**src/rtl/rr_exec_regs.svh**
```systemverilog
// Register map, field positions and timing counts of the execute unit.
//Contract
//RULE_01: Bits 15..12 all zero mark a register-reference instruction.
//RULE_02: Code 0 halts when the halt switch is on; restart resumes at P+1.
//RULE_03: Code 2 reads one word from the device chosen by aux into acc.
//RULE_04: Code 3 sends acc to the device chosen by aux.
//RULE_05: Reply gives P+1, device reject P+1+delta, internal reject P+delta.
//RULE_06: Code 9 adds sign-extended delta to acc, overflow as for add.
//RULE_07: Enter-acc loads acc with sign-extended delta.
//RULE_08: Enter-aux loads aux with sign-extended delta.
//RULE_09: No-operation only advances P, like halt with switch off.
//RULE_10: Code D adds sign-extended delta to aux, overflow as for add.
//RULE_11: Codes 4,5,6,7,E need protect off or protected word, else halt.
//RULE_12: Code 4 activates interrupts after one further instruction completes.
//RULE_13: Interrupt recognised only while system active and mask bit set.
//RULE_14: Code 5 deactivates interrupts until after the next enable.
//RULE_15: Codes 6 and 7 set or clear protect bit of word at aux.
//RULE_16: Code E reads the return word chosen by delta and jumps there.
//RULE_17: In 32K mode exit copies return bit 15 to overflow; 65K leaves it.
//RULE_18: Unprotected inter-register write to mask halts and flags a fault.
//RULE_19: First operand is all ones, or acc when bit 5 set.
//RULE_20: Bits 4,3 pick all ones, mask, aux, or aux OR mask.
//RULE_21: Select bits pick xor, and, nand, or one's complement sum.
//RULE_22: Bits 2,1,0 write acc, aux, mask; none updates only overflow.
//RULE_23: All adder arithmetic is one's complement.
//RULE_24: Overflow stays set until a skip on overflow clears it.
//RULE_25: Function code is bits 11..8, signed delta bits 7..0.
`ifndef RR_EXEC_REGS_SVH
`define RR_EXEC_REGS_SVH

// APB byte offsets
`define RR_CTRL_OFS   8'h00
`define RR_STAT_OFS   8'h04
`define RR_ACC_OFS    8'h08
`define RR_AUX_OFS    8'h0c
`define RR_MASK_OFS   8'h10

// Control fields
`define RR_CTRL_HALT  0
`define RR_CTRL_PROT  1
`define RR_CTRL_M32K  2
`define RR_CTRL_RUN   3
`define RR_CTRL_RST   3'h0

// Status fields
`define RR_ST_HALT    0
`define RR_ST_OVF     1
`define RR_ST_INTA    2
`define RR_ST_FAULT   3
`define RR_ST_PEND    4
`define RR_ST_BUSY    5

// Function codes
`define RR_FC_HALT    4'h0
`define RR_FC_IN      4'h2
`define RR_FC_OUT     4'h3
`define RR_FC_INT_ON  4'h4
`define RR_FC_INT_OFF 4'h5
`define RR_FC_PSET    4'h6
`define RR_FC_PCLR    4'h7
`define RR_FC_IREG    4'h8
`define RR_FC_BUMPA   4'h9
`define RR_FC_LDA     4'ha
`define RR_FC_NOP     4'hb
`define RR_FC_LDQ     4'hc
`define RR_FC_BUMPQ   4'hd
`define RR_FC_EXIT    4'he

// Internal reject time and its cycle count at 40 MHz
`define RR_CLK_NS     25
`define RR_IOREJ_NS   10000
`define RR_IOREJ_CYC  (`RR_IOREJ_NS / `RR_CLK_NS)

`endif

```
**src/rtl/rr_exec_pkg.sv**
```systemverilog
// Types shared by the register-reference execute unit.
package rr_exec_pkg;

	typedef enum logic [2:0] {
		S_IDLE = 3'h0,
		S_EXEC = 3'h1,
		S_IO   = 3'h3,
		S_MEM  = 3'h2,
		S_HALT = 3'h6
	} exec_state_t;

	typedef struct packed {
		logic        dir_out;
		logic [15:0] addr;
		logic [15:0] wdata;
	} io_req_t;

endpackage

```
**src/rtl/register_reference_exec.sv**
```systemverilog
// Register-reference and inter-register execute unit with APB access.
`timescale 1ns/10ps
`default_nettype none
`include "rr_exec_regs.svh"

module register_reference_exec
	import rr_exec_pkg::*;
#(
	parameter int IO_WAIT_MAX = `RR_IOREJ_CYC
) (
	// Clock, reset, enable
	input  wire logic        pclk,
	input  wire logic        presetn,
	input  wire logic        clk_en,
	// APB slave
	input  wire logic        psel,
	input  wire logic        penable,
	input  wire logic        pwrite,
	input  wire logic [31:0] paddr,
	input  wire logic [31:0] pwdata,
	output logic      [31:0] prdata,
	output logic             pready,
	output logic             pslverr,
	// Instruction issue
	input  wire logic        instr_valid,
	input  wire logic [15:0] instr_word,
	input  wire logic        instr_prot,
	input  wire logic [15:0] instr_pc,
	input  wire logic        ovf_clear,
	output logic             busy,
	output logic             done,
	output logic      [15:0] next_pc,
	// Device transfer
	output io_req_t          io_out,
	output logic             io_strobe,
	input  wire logic        io_reply,
	input  wire logic        io_reject,
	input  wire logic [15:0] io_rdata,
	// Storage side
	output logic             mem_rd,
	output logic             prot_wr,
	output logic             prot_val,
	output logic      [15:0] mem_addr,
	input  wire logic        mem_valid,
	input  wire logic [15:0] mem_rdata,
	// Interrupt and status
	input  wire logic [15:0] irq_req,
	output logic             int_active,
	output logic             int_pending,
	output logic             fault_pulse,
	output logic             halted,
	output logic             overflow
);

	initial begin
		if (IO_WAIT_MAX < 2 || IO_WAIT_MAX > 65535) begin
			$error("IO_WAIT_MAX out of range");
		end
	end

	exec_state_t state_q;
	logic [15:0] ir_q, pc_q, acc_q, aux_q, mask_q;
	logic        irp_q, ovf_q, arm_q, inta_q, pend_q;
	logic        fault_q, fpulse_q, done_q, strobe_q;
	logic        memrd_q, protwr_q, protv_q, busy_q, halt_q;
	logic [15:0] npc_q, maddr_q;
	logic [2:0]  ctrl_q;
	logic [15:0] tmo_q;
	io_req_t     io_q;
	logic [33:0] sy1_q, sy2_q;
	logic [31:0] prdata_q;
	logic        pready_q, pslverr_q;

	// Device answer and interrupt pins pass two flops before use
	always_ff @(posedge pclk or negedge presetn) begin
		if (!presetn) begin
			sy1_q <= '0;
			sy2_q <= '0;
		end else if (clk_en) begin
			sy1_q <= {io_reply, io_reject, io_rdata, irq_req};
			sy2_q <= sy1_q;
		end
	end

	logic        rep_s, rej_s;
	logic [15:0] rdat_s, irq_s;
	assign rep_s  = sy2_q[33];
	assign rej_s  = sy2_q[32];
	assign rdat_s = sy2_q[31:16];
	assign irq_s  = sy2_q[15:0];

	// One's complement add with end-around carry [RULE_23]
	function automatic logic [16:0] oc_add(
		input logic [15:0] a,
		input logic [15:0] b
	);
		logic [16:0] s;
		logic [15:0] r;
		s = {1'b0, a} + {1'b0, b};
		r = s[15:0] + {15'h0000, s[16]};
		return {(a[15] == b[15]) && (r[15] != a[15]), r};
	endfunction

	// Field decode [RULE_25]
	logic [3:0]  fc;
	logic [15:0] dsx;
	logic        ex, grp, priv, legal, mviol, stop, go;
	assign fc    = ir_q[11:8];
	assign dsx   = {{8{ir_q[7]}}, ir_q[7:0]};
	assign ex    = (state_q == S_EXEC);
	assign grp   = (ir_q[15:12] == 4'h0); // [RULE_01]
	assign priv  = fc inside {`RR_FC_INT_ON, `RR_FC_INT_OFF, `RR_FC_PSET,
		`RR_FC_PCLR, `RR_FC_EXIT};
	assign legal = !ctrl_q[`RR_CTRL_PROT] || irp_q; // [RULE_11]
	// Writing mask unprotected is a violation [RULE_18]
	assign mviol = (fc == `RR_FC_IREG) && ir_q[0] && !irp_q &&
		ctrl_q[`RR_CTRL_PROT];
	assign stop  = ex && grp && ((fc == `RR_FC_HALT &&
		ctrl_q[`RR_CTRL_HALT]) || (priv && !legal) || mviol); // [RULE_02]
	assign go    = ex && grp && !stop;

	// Inter-register operands and adder [RULE_19] [RULE_20] [RULE_21]
	logic [15:0] op1, op2, lres;
	logic [16:0] isum, add_a, add_q;
	logic        arith;
	assign op1   = ir_q[5] ? acc_q : 16'hffff;
	always_comb begin
		case (ir_q[4:3])
			2'b00:   op2 = 16'hffff;
			2'b01:   op2 = mask_q;
			2'b10:   op2 = aux_q;
			default: op2 = aux_q | mask_q;
		endcase
	end
	assign arith = (ir_q[7:6] == 2'b00);
	assign isum  = oc_add(op1, op2);
	always_comb begin
		case (ir_q[7:6])
			2'b01:   lres = op1 ^ op2;
			2'b10:   lres = op1 & op2;
			2'b11:   lres = ~(op1 & op2);
			default: lres = isum[15:0];
		endcase
	end
	assign add_a = oc_add(acc_q, dsx); // [RULE_06]
	assign add_q = oc_add(aux_q, dsx); // [RULE_10]

	// Completion and next address
	logic        fin, io_end, mem_end, run_req, tmo;
	logic [15:0] pc_n, pc1;
	assign pc1     = pc_q + 16'h0001;
	assign tmo     = (tmo_q == 16'(IO_WAIT_MAX - 1));
	assign io_end  = (state_q == S_IO) && (rep_s || rej_s || tmo);
	assign mem_end = (state_q == S_MEM) && mem_valid;
	assign run_req = psel && penable && pready_q && pwrite &&
		(paddr[7:0] == `RR_CTRL_OFS) && pwdata[`RR_CTRL_RUN];
	assign fin = (go && fc != `RR_FC_IN && fc != `RR_FC_OUT &&
		fc != `RR_FC_EXIT) || (ex && !grp) || io_end || mem_end ||
		((state_q == S_HALT) && run_req);
	always_comb begin
		pc_n = pc1; // Pass, nop and resumed halt [RULE_09]
		if (io_end && !rep_s) begin
			// Device reject or internal reject [RULE_05]
			pc_n = rej_s ? pc1 + dsx : pc_q + dsx;
		end else if (mem_end) begin
			pc_n = ctrl_q[`RR_CTRL_M32K] ?
				{1'b0, mem_rdata[14:0]} : mem_rdata; // [RULE_16]
		end
	end

	// Sequencer
	always_ff @(posedge pclk or negedge presetn) begin
		if (!presetn) begin
			state_q <= S_IDLE;
			ir_q    <= 16'h0000;
			pc_q    <= 16'h0000;
			irp_q   <= 1'b0;
			done_q  <= 1'b0;
			busy_q  <= 1'b0;
			halt_q  <= 1'b0;
			npc_q   <= 16'h0000;
			tmo_q   <= 16'h0000;
		end else if (clk_en) begin
			done_q <= fin;
			// Next-state flags, so both outputs leave a flop
			busy_q <= (state_q == S_IDLE) ? instr_valid : !fin;
			halt_q <= stop || ((state_q == S_HALT) && !run_req);
			if (fin) begin
				npc_q <= pc_n;
			end
			tmo_q <= (state_q == S_IO) ? tmo_q + 16'h0001 : 16'h0000;
			case (state_q)
				S_IDLE: if (instr_valid) begin
					ir_q    <= instr_word;
					pc_q    <= instr_pc;
					irp_q   <= instr_prot;
					state_q <= S_EXEC;
				end
				S_EXEC: begin
					if (stop) begin
						state_q <= S_HALT; // [RULE_02] [RULE_11]
					end else if (go && (fc == `RR_FC_IN ||
						fc == `RR_FC_OUT)) begin
						state_q <= S_IO;
					end else if (go && fc == `RR_FC_EXIT) begin
						state_q <= S_MEM;
					end else begin
						state_q <= S_IDLE;
					end
				end
				S_IO: if (io_end) begin
					state_q <= S_IDLE;
				end
				S_MEM: if (mem_end) begin
					state_q <= S_IDLE;
				end
				S_HALT: if (run_req) begin
					state_q <= S_IDLE;
				end
				default: state_q <= S_IDLE;
			endcase
		end
	end

	// Working registers
	always_ff @(posedge pclk or negedge presetn) begin
		if (!presetn) begin
			acc_q  <= 16'h0000;
			aux_q  <= 16'h0000;
			mask_q <= 16'h0000;
		end else if (clk_en) begin
			if (io_end && rep_s && !io_q.dir_out) begin
				acc_q <= rdat_s; // [RULE_03]
			end
			if (go) begin
				case (fc)
					`RR_FC_BUMPA: acc_q <= add_a[15:0]; // [RULE_06]
					`RR_FC_LDA:   acc_q <= dsx; // [RULE_07]
					`RR_FC_LDQ:   aux_q <= dsx; // [RULE_08]
					`RR_FC_BUMPQ: aux_q <= add_q[15:0]; // [RULE_10]
					`RR_FC_IREG: begin
						// Every selected destination [RULE_22]
						if (ir_q[2]) acc_q <= lres;
						if (ir_q[1]) aux_q <= lres;
						if (ir_q[0]) mask_q <= lres;
					end
					default: ;
				endcase
			end
		end
	end

	// Overflow: sticky, set wins over the skip clear
	logic ovf_set, exi32;
	assign ovf_set = go && ((fc == `RR_FC_BUMPA && add_a[16]) ||
		(fc == `RR_FC_BUMPQ && add_q[16]) ||
		(fc == `RR_FC_IREG && arith && isum[16])); // [RULE_21]
	assign exi32 = mem_end && ctrl_q[`RR_CTRL_M32K];
	always_ff @(posedge pclk or negedge presetn) begin
		if (!presetn) begin
			ovf_q <= 1'b0;
		end else if (clk_en) begin
			if (exi32) begin
				ovf_q <= mem_rdata[15]; // [RULE_17]
			end else begin
				ovf_q <= ovf_set || (ovf_q && !ovf_clear); // [RULE_24]
			end
		end
	end

	// Interrupt system state
	always_ff @(posedge pclk or negedge presetn) begin
		if (!presetn) begin
			inta_q <= 1'b0;
			arm_q  <= 1'b0;
			pend_q <= 1'b0;
		end else if (clk_en) begin
			pend_q <= inta_q && |(irq_s & mask_q); // [RULE_13]
			if (fin && grp && state_q != S_HALT &&
				fc == `RR_FC_INT_ON) begin
				arm_q <= 1'b1; // Waits one instruction [RULE_12]
			end else if (fin && grp && state_q != S_HALT &&
				fc == `RR_FC_INT_OFF) begin
				inta_q <= 1'b0; // Arming dropped too [RULE_14]
				arm_q  <= 1'b0;
			end else if (mem_end) begin
				inta_q <= 1'b1; // [RULE_16]
				arm_q  <= 1'b0;
			end else if (fin && arm_q) begin
				inta_q <= 1'b1; // [RULE_12]
				arm_q  <= 1'b0;
			end
		end
	end

	// Device and storage requests
	always_ff @(posedge pclk or negedge presetn) begin
		if (!presetn) begin
			io_q     <= '0;
			strobe_q <= 1'b0;
			memrd_q  <= 1'b0;
			protwr_q <= 1'b0;
			protv_q  <= 1'b0;
			maddr_q  <= 16'h0000;
		end else if (clk_en) begin
			protwr_q <= 1'b0;
			if (go && (fc == `RR_FC_IN || fc == `RR_FC_OUT)) begin
				// Aux picks the device [RULE_03] [RULE_04]
				io_q.dir_out <= (fc == `RR_FC_OUT);
				io_q.addr    <= aux_q;
				io_q.wdata   <= acc_q;
				strobe_q     <= 1'b1;
			end else if (io_end) begin
				strobe_q <= 1'b0;
			end
			if (go && (fc == `RR_FC_PSET || fc == `RR_FC_PCLR)) begin
				protwr_q <= 1'b1; // [RULE_15]
				protv_q  <= (fc == `RR_FC_PSET);
				maddr_q  <= aux_q;
			end
			if (go && fc == `RR_FC_EXIT) begin
				memrd_q <= 1'b1; // Return word slot [RULE_16]
				maddr_q <= dsx;
			end else if (mem_end) begin
				memrd_q <= 1'b0;
			end
		end
	end

	// Protect fault: sticky status and one-cycle pulse
	logic fault_set, fault_clr;
	assign fault_set = ex && grp && ((priv && !legal) || mviol); // [RULE_18]
	assign fault_clr = psel && penable && pready_q && pwrite &&
		(paddr[7:0] == `RR_STAT_OFS) && pwdata[`RR_ST_FAULT];
	always_ff @(posedge pclk or negedge presetn) begin
		if (!presetn) begin
			fault_q  <= 1'b0;
			fpulse_q <= 1'b0;
		end else if (clk_en) begin
			fpulse_q <= fault_set; // [RULE_11]
			fault_q  <= fault_set || (fault_q && !fault_clr);
		end
	end

	// APB slave: one wait state, answer registered
	logic [31:0] rd_mux;
	logic        hit;
	always_comb begin
		hit    = 1'b1;
		rd_mux = 32'h0000_0000;
		case (paddr[7:0])
			`RR_CTRL_OFS: rd_mux = {29'h0, ctrl_q};
			`RR_STAT_OFS: rd_mux = {26'h0, state_q != S_IDLE, pend_q,
				fault_q, inta_q, ovf_q, state_q == S_HALT};
			`RR_ACC_OFS:  rd_mux = {16'h0000, acc_q};
			`RR_AUX_OFS:  rd_mux = {16'h0000, aux_q};
			`RR_MASK_OFS: rd_mux = {16'h0000, mask_q};
			default:      hit = 1'b0;
		endcase
		if (paddr[31:8] != 24'h000000) begin
			hit = 1'b0;
		end
	end
	always_ff @(posedge pclk or negedge presetn) begin
		if (!presetn) begin
			pready_q  <= 1'b0;
			pslverr_q <= 1'b0;
			prdata_q  <= 32'h0000_0000;
			ctrl_q    <= `RR_CTRL_RST;
		end else if (clk_en) begin
			pready_q  <= psel && penable && !pready_q;
			pslverr_q <= psel && penable && !pready_q && !hit;
			if (psel && penable && !pready_q) begin
				prdata_q <= pwrite ? 32'h0000_0000 : rd_mux;
			end
			if (psel && penable && pready_q && pwrite && hit &&
				paddr[7:0] == `RR_CTRL_OFS) begin
				ctrl_q <= pwdata[2:0];
			end
		end
	end

	// Outputs, each straight from a flop
	assign prdata      = prdata_q;
	assign pready      = pready_q;
	assign pslverr     = pslverr_q;
	assign busy        = busy_q;
	assign done        = done_q;
	assign next_pc     = npc_q;
	assign io_out      = io_q;
	assign io_strobe   = strobe_q;
	assign mem_rd      = memrd_q;
	assign prot_wr     = protwr_q;
	assign prot_val    = protv_q;
	assign mem_addr    = maddr_q;
	assign int_active  = inta_q;
	assign int_pending = pend_q;
	assign fault_pulse = fpulse_q;
	assign halted      = halt_q;
	assign overflow    = ovf_q;
endmodule // register_reference_exec
`default_nettype wire

```
**config.mk**
```make
export PLATFORM = sky130hd
export DESIGN_NAME = register_reference_exec
export DESIGN_NICKNAME = d
export VERILOG_FILES = /design/src/rtl/rr_exec_pkg.sv /design/src/rtl/register_reference_exec.sv
export VERILOG_INCLUDE_DIRS = /design/src /design/src/rtl
export SDC_FILE = /design/constraint.sdc
export NUM_CORES = 1
export LEC_CHECK = 0
export ABC_AREA = 1
export ABC_CLOCK_PERIOD_IN_PS = 8900
export BUFFER_PORTS_ARGS = -buffer_cell sky130_fd_sc_hd__buf_2
export CORE_MARGIN = 8
export CORE_UTILIZATION = 45
export DETAILED_ROUTE_END_ITERATION = 16
export PLACE_DENSITY = 0.68
export REMOVE_ABC_BUFFERS = 1
export SKIP_CTS_REPAIR_TIMING = 1
export SLEW_MARGIN = 15
export SYNTH_ARGS = -nofsm -noshare
export SYNTH_HDL_FRONTEND = slang
export SYNTH_SLANG_ARGS = --single-unit
```
**constraint.sdc**
```tcl
create_clock -name pclk -period 8.9 [get_ports pclk]
set_input_delay 0.445 -clock pclk [delete_from_list [all_inputs] [get_ports pclk]]
set_output_delay 0.445 -clock pclk [all_outputs]
set_load 0.005 [all_outputs]
```
==> results by group, run 1 <==
Power
  – Maximum vdd drop: 0.0001723 V
  – P per Cell Area: 401.5 nW/µm²
  – Lkg Pwr: 11.05 nW

Finish
  – Layout area overhead: 13.99%
  – Share of layout cells above drive strength 1: 13.81%
  – Antenna diodes: 0
  – Most common cell after layout, fill and taps aside: nand2_1
  – Final Net Count: 3070
  – Commonest cells after routing, fill and taps aside: nand2_1 (837), inv_1 (326), dfrtp_1 (267)
  – Final core occ: 51.67%

STA
  – Worst-Margin Slew: 1.180 ns
  – Endpoints failing setup: 0
  – Worst Skew: 0.01223 ns
  – Relative slew margins: 21.36%
  – Pins Over Slew Limit: 0
  – Hold Vio Cnt, Final: 0
  – Tcrit/Tclk final: 68.26%
  – Peak Freq: 164.6 MHz
  – Setup tns final: 0 ns
  – Period minus WS final: 6.075 ns
  – RSZ-0062 raised after global routing: no

Worst setup path
  – Arrival @ worst endpoint: 6.58 ns
  – CP Class: reg -> reg
  – Crit. Startpoint: ir_q[4]
  – Worst path most repeated cell: nand2_1
  – Buffers & Inverters on Critical Path: 3
  – Worst EP required: 9.41 ns
  – Crit path max fanout: 16
  – Crit path launch type: flip-flop
  – CP delay by family, top: simple AND/OR/NAND/NOR gates
  – CP Capture Type: flip-flop
  – Crit Reg-Reg Startpoint: ir_q[4]
  – Worst path slowest cell: inv_1
  – Slowest cell delay on critical path: 0.67 ns

CTS
  – Worst-case clock buffer depth: 3
  – TritonCTS buffer count: 31
  – CTS tree: built
  – Clock Tree Root: clkbuf_16
  – Clk sinks: 267
  – Htree depth: 1
  – Later-pin clock latency in the skew report: 0.57 ns
  – Clock slew at reported path FFs: 0.06 ns

Floorplan
  – Initial core utilization: 45.33%
  – Ports: 266
  – Die Y: 218.4 µm
  – Chip width: 218.4 µm
  – CORE AREA: 40650 µm²
  – Die Footprint: 47680 µm²
  – Rows: 74

Route
  – Final ANT Viol Nets: 0
  – DRC: 0
  – Via count: 18.50k
  – Routed WL: 62.18 mm
  – Post-DR wirelength/cell: 18.33 µm
  – Routed vias/inst: 5.452
  – Drt first pass iters: 5
  – Initial drt markers: 1601

Job
  – Max_cap viols: 0

Logic synthesis
  – Synth Register Bits: 267
  – Async SR Flop Fraction: 100.0%
  – Synthesized netlist cell count: 2651
  – EDFF count, synth: 0
  – YS warnings: 0
  – Post-synthesis sequential area ratio: 36.26%
  – Dominant synthesized flop cell: dfrtp_1
  – Syn avg cell area: 6.951 µm²
  – Synth cell types: 64
  – Synth Cell Area: 18430 µm²

Global routing
  – First-pass GRT wire length: 98.42 mm
  – Initial antenna violation count: 1
  – Largest net degree at the start of global routing: 153
  – Grt ovf: 0
  – Vias in the first global route: 18.28k
  – Overall routing resource usage: 25.65%

Placement
  – Final HPWL DP: 47.43 mm
  – PortBufs: 221
  – RePlAce Congestion: 0.9588

Hold path
  – Type of the tightest min-delay check: in -> reg
  – Worst hold start: irq_req[12]

Outcome
  – Status: completed
layout make-up:
| type | count | area, µm² |
|---|---|---|
| fillers | 4106 | 19640 |
| multi-input cells | 1955 | 10010 |
| flip-flops and latches | 267 | 6681 |
| inverters | 352 | 1325 |
| repair buffers | 231 | 1209 |
| clock buffers | 43 | 900.9 |
| well taps | 532 | 665.6 |
| clock inverters | 13 | 214.0 |
cells by family (layout without fill, tap and decap cells):
logic type / after synthesis / after routing / synth area share (%)
muxes: 11 / 11 / 0.6722
xor gates and xnor gates: 29 / 29 / 1.419
other: 1 / 16 / 0.02035
DFF: 267 / 267 / 36.26
AOI/OAI and AO/OA: 511 / 511 / 16.03
and+or+nand+nor: 1312 / 1312 / 30.51
buffers and inverters: 444 / 639 / 9.771
adders and majority gates: 76 / 76 / 5.324
report_power, final:
group          leakage [nW]  switching (mW)  internal, mW
clock                 0.540           0.541         0.850
combinational          7.22            3.50          1.73
sequential             3.28           0.308          1.51
worst paths after layout:
check                             to  slack (ns)  cells past startpoint
min                        sy1_q[12]        0.07                      3
max                        acc_q[11]        2.83                     28
max reg2reg                acc_q[11]        2.83                     28
min reg2reg                 sy1_q[7]        0.47                      2
max in group asynchronous   tmo_q[8]        7.08                      3
min in group asynchronous   sy1_q[9]        0.49                      2
metrics by stage:
| stage | hold slack (ns) | worst slack (ns) | cells | total power, mW | cell area (µm²) |
|---|---|---|---|---|---|
| 4_1_cts | -0.04765 | 3.149 | 3392 | 8.382 | 20990 |
| 2_1_floorplan | 0.1494 | 4.817 | 2574 | 5.518 | 18010 |
| 6_report | 0.07234 | 2.825 | 3393 | 8.434 | 21000 |
| 3_5_place_dp | 0.4583 | 3.175 | 3336 | 6.952 | 19880 |
| 3_3_place_gp | 0.4537 | 3.220 | 3336 | 6.836 | 19880 |
| 5_1_grt | 0.06448 | 2.639 | 3393 | 9.239 | 21000 |
per-layer routing:
metal / share of wire, % / global-route usage, % / routed length, µm / vias to the layer above
li1: - / - / - / 9013
met1: 42 / 33.35 / 26000 / 8690
met2: 47 / 41.92 / 28980 / 656
met3: 7.3 / 4.327 / 4526 / 138
met4: 4.3 / 10.64 / 2673 / 0
met5: 0 / 0 / 0 / -
tightest hold or removal path: stages:
cell and delay, ns:
buf_2 0.07, nand2_1 0.04, nand2_1 0.05
synthesized netlist by cell type (5+ instances only):
cell | count | area [µm²]
nand2_1 | 838 | 3146
inv_1 | 327 | 1227
dfrtp_1 | 267 | 6681
o21ai_0 | 218 | 1091
nor2_1 | 185 | 694.4
nand3_1 | 145 | 725.7
a21oi_1 | 137 | 685.7
ha_1 | 72 | 900.9
clkbuf_1 | 45 | 168.9
nand4_1 | 37 | 231.5
o211ai_1 | 36 | 270.3
buf_4 | 24 | 180.2
o22ai_1 | 23 | 143.9
xor2_1 | 22 | 192.7
a31oi_1 | 21 | 131.4
nand2_2 | 20 | 125.1
inv_2 | 19 | 71.32
nor3_1 | 18 | 90.09
nor4_1 | 13 | 81.33
mux2_2 | 11 | 123.9
buf_1 | 10 | 37.54
nor2_2 | 10 | 62.56
nor2_4 | 10 | 112.6
buf_2 | 9 | 45.04
o21ai_1 | 9 | 45.04
o21ai_2 | 8 | 70.07
o21bai_1 | 8 | 60.06
a32oi_1 | 7 | 61.31
a211oi_1 | 6 | 45.04
a221oi_1 | 6 | 52.55
nand3_2 | 6 | 60.06
xnor2_1 | 6 | 52.55
a22oi_1 | 5 | 37.54
and2_1 | 5 | 31.28
clkinv_1 | 5 | 18.77
nand2_4 | 5 | 56.30
o221ai_1 | 5 | 43.79
Power figures use the tool's default switching activity.
==> run 2: changes to the inputs <==
Settings changed: ABC_AREA 1 to 0, ABC_CLOCK_PERIOD_IN_PS 8900 to 5050, PLACE_DENSITY 0.68 to 0.71.
Clock period 8.9 ns to 5.05 ns, I/O delays scaled along.
==> run 2 against run 1 <==
Compared with the run above:
- combinational power up 70%
- synthesized cell count is 29% lower
- count of clock-buffer cells in the layout is 2 higher
- clock skew rose by 0.0038 ns
- design area is 1.0% higher
- die area fell by 5.8%
- worst hold slack worse by 0.044 ns
- utilization grew 4.5 points
- largest cell class unchanged
- register-to-register slack worse by 2.6 ns
==> results by group, run 2 <==
Outcome
  – Status: completed

Global routing
  – First-pass GRT wire length: 85.88 mm (-13%)
  – Grt ovf: 0 (unchanged)
  – Overall routing resource usage: 23.98% (-1.7 points)
  – Vias in the first global route: 15.11k (-17%)
  – Initial antenna violation count: 2 (+1)
  – Largest net degree at the start of global routing: 113 (-26%)

CTS
  – Worst-case clock buffer depth: 3 (unchanged)
  – Clk sinks: 267 (unchanged)
  – CTS tree: built
  – Clock slew at reported path FFs: 0.07 ns (about the same)
  – Clock Tree Root: clkbuf_16
  – Htree depth: 1 (unchanged)
  – Later-pin clock latency in the skew report: 0.58 ns (about the same)
  – TritonCTS buffer count: 31 (unchanged)

Placement
  – Final HPWL DP: 42.47 mm (-10%)
  – RePlAce Congestion: 0.9375 (-2.2%)
  – Cell area after placement: 19280 µm² (-3.0%)
  – PortBufs: 221 (unchanged)

Logic synthesis
  – Synth Register Bits: 267 (unchanged)
  – Dominant synthesized flop cell: dfrtp_1
  – Most numerous cell in the Yosys netlist: dfrtp_1
  – YS warnings: 0 (unchanged)
  – Synth top area cells: dfrtp_1 (39%), mux2_2 (9.1%), ha_1 (5.2%)
  – Synth Cell Area: 17270 µm² (-6.3%)
  – Post-synth top cells: dfrtp_1 (267), nand2_1 (205), nor2_1 (174), mux2_2 (139), o21ai_0 (130)
  – Synth cell types: 86 (+34%)
  – Synthesized netlist cell count: 1883 (-29%)
  – Async SR Flop Fraction: 100.0% (unchanged)
  – Post-synth top area cell: dfrtp_1
  – Syn avg cell area: 9.174 µm² (+32%)
  – Post-synthesis sequential area ratio: 38.68% (+2.4 points)
  – Post-synth top area share: 38.68% (+2.4 points)
  – EDFF count, synth: 0 (unchanged)

STA
  – Worst-Margin Slew: 1.184 ns (+0.004442 ns)
  – Pins Over Slew Limit: 0 (unchanged)
  – Relative slew margins: 20.77% (-0.59 points)
  – Endpoints failing setup: 0 (unchanged)
  – Worst Skew: 0.01599 ns (+0.003760 ns)
  – Period minus WS final: 4.857 ns (-1.218 ns)
  – Peak Freq: 205.9 MHz (+25%)
  – Tcrit/Tclk final: 96.18% (+28 points)
  – Setup tns final: 0 ns (unchanged)
  – Hold Vio Cnt, Final: 0 (unchanged)

Finish
  – FILL cells: 3282 (-20%)
  – Most common cell after layout, fill and taps aside: dfrtp_1
  – Share of layout cells above drive strength 1: 24.57% (+11 points)
  – Area of the multi-input gates: 10220 µm² (+2.1%)
  – Final core occ: 56.21% (+4.5 points)
  – Commonest cells after routing, fill and taps aside: dfrtp_1 (265), buf_2 (219), nand2_1 (205)
  – Final Net Count: 2431 (-21%)
  – Layout area overhead: 22.85%
  – Final Cell Area: 21220 µm² (+1.0%)
  – Sequential Area: 6684 µm² (about the same)

Worst setup path
  – Crit path max fanout: 4 (-12)
  – Arrival @ worst endpoint: 5.32 ns (-1.26 ns)
  – Worst EP required: 5.51 ns (-3.90 ns)
  – CP Capture Type: flip-flop
  – CP Class: reg -> reg
  – Crit path launch type: flip-flop

Power
  – Maximum vdd drop: 0.0003609 V (+110%)
  – Switching Share: 45.72% (-5.8 points)
  – Total Power: 14.48 mW (+72%)
  – Lkg Pwr: 9.635 nW (-13%)
  – Sequential power share: 22.7% (+1.2 points)
  – Logic pwr share: 61.3% (-0.7 points)
  – Pint: 7.859 mW (+92%)
  – Clock group share of total power: 16.0% (-0.5 points)
  – P per Cell Area: 682.3 nW/µm² (+70%)
  – P_sw: 6.621 mW (+52%)

Route
  – Initial drt markers: 1268 (-21%)
  – Final ANT Viol Nets: 0 (unchanged)
  – Routed vias/inst: 5.814 (+6.6%)
  – Post-DR wirelength/cell: 20.66 µm (+13%)
  – Drt first pass iters: 5 (unchanged)
  – DRC: 0 (unchanged)
  – Via count: 15.90k (-14%)
  – Routed WL: 56.50 mm (-9.1%)

Job
  – Max_cap viols: 0 (unchanged)

Floorplan
  – CORE AREA: 37760 µm² (-7.1%)
  – Rows: 71 (-4.1%)
  – Chip width: 211.9 µm (-2.9%)
  – Initial core utilization: 45.75% (+0.42 points)
  – Die Y: 211.9 µm (-2.9%)
  – Ports: 266 (unchanged)
  – Die Footprint: 44910 µm² (-5.8%)

Hold path
  – Type of the tightest min-delay check: in -> reg
[run 2: cell types whose count changed in the layout (fill, tap and decap cells not counted), moves of 20 or more]
| cell | previous run | this run |
|---|---|---|
| nand2_1 | 837 | 205 |
| inv_1 | 326 | 42 |
| mux2_2 | 11 | 139 |
| nand3_1 | 144 | 32 |
| xnor2_1 | 6 | 97 |
| o21ai_0 | 218 | 128 |
| buf_4 | 9 | 80 |
| dlygate4sd3_1 | 1 | 71 |
| mux2i_1 | 0 | 31 |
| nand2b_1 | 0 | 27 |
| o211ai_1 | 36 | 10 |
| nand2_2 | 21 | 0 |
| or3_1 | 0 | 21 |
| a22oi_1 | 5 | 25 |
[run 2: logic make-up after synthesis]
family / Yosys count / share of synthesized area [%]
muxes: 170 / 10.86
and+or+nand+nor: 620 / 16.99
AOI/OAI and AO/OA: 463 / 17.15
buffers and inverters: 149 / 3.600
adders and majority gates: 76 / 5.679
other: 1 / 0.02171
DFF: 267 / 38.68
xor gates and xnor gates: 137 / 7.026
[run 2: cell type report]
| cell class | instances | area share (%) |
|---|---|---|
| Clock inverter | 11 | 0.6073 |
| Antenna cell | 2 | 0.02358 |
| Multi-Input combinational cell | 1482 | 48.15 |
| Clock buffer | 45 | 4.375 |
| Inverter | 44 | 0.7783 |
| Tap cell | 511 | 3.013 |
| Sequential cell | 267 | 31.50 |
| Timing Repair Buffer | 373 | 11.56 |
[run 2: path summary, 6_finish.rpt]
kind / start / to / slack [ns] / cells past startpoint
worst max-delay path: ir_q[3] / overflow / 0.19 / 23
worst min-delay path: pwrite / prdata[2] / 0.03 / 3
worst max register to register: ir_q[3] / overflow / 0.19 / 23
worst min register to register: next_pc[8] / next_pc[8] / 0.47 / 2
max in group asynchronous: presetn / ir_q[7] / 3.40 / 3
min in group asynchronous: presetn / mem_addr[3] / 0.33 / 2
[run 2: critical path: stages (launching register included)]
cell and delay [ns]:
dfrtp_1 0.39, or2_4 0.27, nand2_1 0.09, ha_2 0.18
inv_1 0.05, fa_2 0.36, nor2b_4 0.14, o31ai_2 0.08
a211o_1 0.33, a31o_2 0.26, o21ai_2 0.15, o21ai_0 0.09
nand2b_1 0.13, ha_2 0.20, nor2b_2 0.16, nand4_1 0.16
nor3_2 0.30, nand3b_1 0.10, or4_1 0.43, xnor3_1 0.22
buf_4 0.16, xnor2_2 0.12, nor4bb_1 0.06, or3_1 0.30
[run 2: layer usage]
metal | vias up | part of all wire [%] | global-route usage [%]
li1 | 7393 | - | -
met1 | 7713 | 43 | 33.23
met2 | 667 | 45 | 37.20
met3 | 126 | 8.1 | 4.673
met4 | 2 | 3.8 | 7.980
met5 | - | 0.014 | 0
[run 2: power by group through the flow]
stage	Combinational [mW]	Sequential (mW)	Clock [mW]
2_1_floorplan	5.69	3.20	0
3_3_place_gp	8.28	3.28	0
3_5_place_dp	8.39	3.30	0
4_1_cts	8.47	3.26	2.36
5_1_grt	9.72	3.34	2.43
6_report	8.88	3.28	2.31
[run 2: stage by stage]
step           hold WS (ns)  instances  setup slack, ns
2_1_floorplan      -0.04309       1793          -0.2388
3_3_place_gp         0.3483       2605          0.04095
3_5_place_dp         0.3589       2605         -0.03249
4_1_cts             -0.2486       2661         -0.08552
5_1_grt             0.02962       2733         -0.03010
6_report            0.02787       2735           0.1931
==> run 3: changes to the inputs <==
Settings changed: ABC_AREA 0 to 1.
==> run 3 against run 2 <==
Compared with the run above:
- the flow now finishes with violations (negative hold slack)
- global-route usage is 2.1 points higher
- power is 6.7% higher
- combinational power up 9.1%
- sequential power decreased by 3%
- largest cell class unchanged
==> results by group, run 3 (synthesis gave the netlist of run 1 again) <==
Worst setup path
  – Worst path most repeated cell: nand2_1
  – Crit path max fanout: 13 (+9)
  – CP Capture Type: flip-flop
  – CP Class: reg -> reg
  – Slowest cell delay on critical path: 0.60 ns (+0.17 ns)
  – Reg2Reg Capture Point: overflow
  – Worst path slowest cell: dfrtp_1
  – Worst EP required: 5.48 ns (-0.03 ns)
  – Crit path launch type: flip-flop
  – FF-to-FF path depth: 30 (+30%)
  – Reg2Reg Setup Slack: 0.61 ns (+0.41 ns)
  – Crit Reg-Reg Startpoint: ir_q[5]
  – Arrival @ worst endpoint: 4.88 ns (-0.44 ns)

STA
  – Relative slew margins: 25.92% (+5.2 points)
  – Hold Vio Cnt, Final: 3 (+3)
  – RSZ-0062 raised after global routing: no
  – Pins Over Slew Limit: 0 (unchanged)
  – Period minus WS final: 4.445 ns (-0.4123 ns)
  – Endpoints failing setup: 0 (unchanged)
  – Worst Skew: 0.02241 ns (+0.006415 ns)
  – Worst-Margin Slew: 1.107 ns (-0.07684 ns)
  – Peak Freq: 225.0 MHz (+9.3%)
  – Worst hold slack: -0.01627 ns (-0.04413 ns)
  – Tcrit/Tclk final: 88.01% (-8.2 points)
  – Setup tns final: 0 ns (unchanged)
  – Setup WS post-layout: 0.6053 ns (+0.4123 ns)

Floorplan
  – CORE AREA: 40650 µm² (+7.7%)
  – Rows: 74 (+4.2%)
  – Die Footprint: 47680 µm² (+6.2%)
  – Chip width: 218.4 µm (+3.0%)
  – Die Y: 218.4 µm (+3.0%)
  – Ports: 266 (unchanged)
  – Initial core utilization: 45.33% (-0.42 points)

Outcome
  – Status: complete, but fails checks
  – Violated checks: negative hold slack

Route
  – Drt first pass iters: 6 (+1)
  – Initial drt markers: 1695 (+34%)
  – Routed WL: 64.53 mm (+14%)
  – Post-DR wirelength/cell: 18.40 µm (-11%)
  – Via count: 18.96k (+19%)
  – Routed vias/inst: 5.407 (-7.0%)
  – Final ANT Viol Nets: 0 (unchanged)
  – DRC: 0 (unchanged)

Hold path
  – Type of the tightest min-delay check: in -> reg
  – WHS Endpoint: pc_q[6]
  – Worst hold start: instr_pc[6]
  – Hold depth: 3 (unchanged)

Finish
  – Most common cell after layout, fill and taps aside: nand2_1
  – Final Net Count: 3182 (+31%)
  – Share of layout cells above drive strength 1: 15.07% (-9.5 points)
  – Layout area overhead: 19.64%
  – Final non-filler cell total: 3506 (+28%)
  – Commonest cells after routing, fill and taps aside: nand2_1 (837), inv_1 (326), dfrtp_1 (267)

Global routing
  – First-pass GRT wire length: 98.66 mm (+15%)
  – Overall routing resource usage: 26.09% (+2.1 points)
  – Grt ovf: 0 (unchanged)
  – Vias in the first global route: 18.05k (+19%)
  – Initial antenna violation count: 1 (-1)
  – Largest net degree at the start of global routing: 120 (+6.2%)

CTS
  – Clock slew at reported path FFs: 0.06 ns (about the same)
  – TritonCTS buffer count: 34 (+9.7%)
  – Clk sinks: 267 (unchanged)
  – Worst-case clock buffer depth: 3 (unchanged)
  – Later-pin clock latency in the skew report: 0.55 ns (-0.03 ns)
  – Clock Tree Root: clkbuf_16
  – CTS tree: built
  – Htree depth: 2 (+1)

Job
  – Max_cap viols: 0 (unchanged)

Power
  – P per Cell Area: 700.6 nW/µm² (+2.7%)
  – Maximum vdd drop: 0.0002931 V (-19%)
  – Lkg Pwr: 11.56 nW (+20%)

Placement
  – Placed Instances: 3385 (+30%)
  – Pre-CTS setup slack: 0.6567 ns (+0.6891 ns)
  – PortBufs: 221 (unchanged)
  – Final HPWL DP: 49.55 mm (+17%)
  – RePlAce Congestion: 0.9575 (+2.1%)
[run 3: per-stage QoR]
step | area [µm²] | utilization, % | total power [mW]
floorplan | 18010 | - | 9.725
global placement | 20270 | 49.87 | 12.52
detailed placement | 20270 | 49.87 | 12.70
CTS | 21430 | 52.73 | 15.33
global route | 22040 | 54.23 | 16.83
finish | 22050 | 54.24 | 15.45
[run 3: how the worst max path moves through the flow]
stage             from   endpoint  depth (start not counted)
6_report       ir_q[5]   overflow                         30
3_3_place_gp   ir_q[5]   overflow                         30
2_1_floorplan  ir_q[4]  acc_q[15]                         31
4_1_cts        ir_q[5]   overflow                         30
5_1_grt        ir_q[5]  acc_q[11]                         28
3_5_place_dp   ir_q[5]  aux_q[11]                         24
[run 3: layout make-up]
class,instances,area (µm²)
antenna,1,2.502
clock buffer,42,930.9
clock inverter,17,231.5
fill,3935,18600
inverter,352,1324
multi-input combinational,1955,10010
sequential,267,6681
tap,532,665.6
timing repair buffer,340,2202
[run 3: metal layers]
| layer | track usage (%) | vias to the layer above | wire [µm] |
|---|---|---|---|
| li1 | - | 9231 | - |
| met1 | 34.61 | 8881 | 27390 |
| met2 | 42.24 | 707 | 30030 |
| met3 | 4.784 | 136 | 4995 |
| met4 | 9.315 | 2 | 2097 |
| met5 | 0 | - | 13 |
[run 3: worst max-delay path, delay by kind of cell (launching register included)]
family,cells,cell delay (ns)
AO/OA/AOI/OAI,2,0.34
adder cells (fa/ha/maj),3,0.81
flip-flops,1,0.60
buffers and inverters,3,0.41
AND/OR/NAND/NOR,22,2.18
[run 3: power breakdown]
group          total [mW]  switching, mW  internal [mW]
logic                9.69           6.33           3.36
registers            3.18          0.520           2.66
clock network        2.57           1.01           1.57
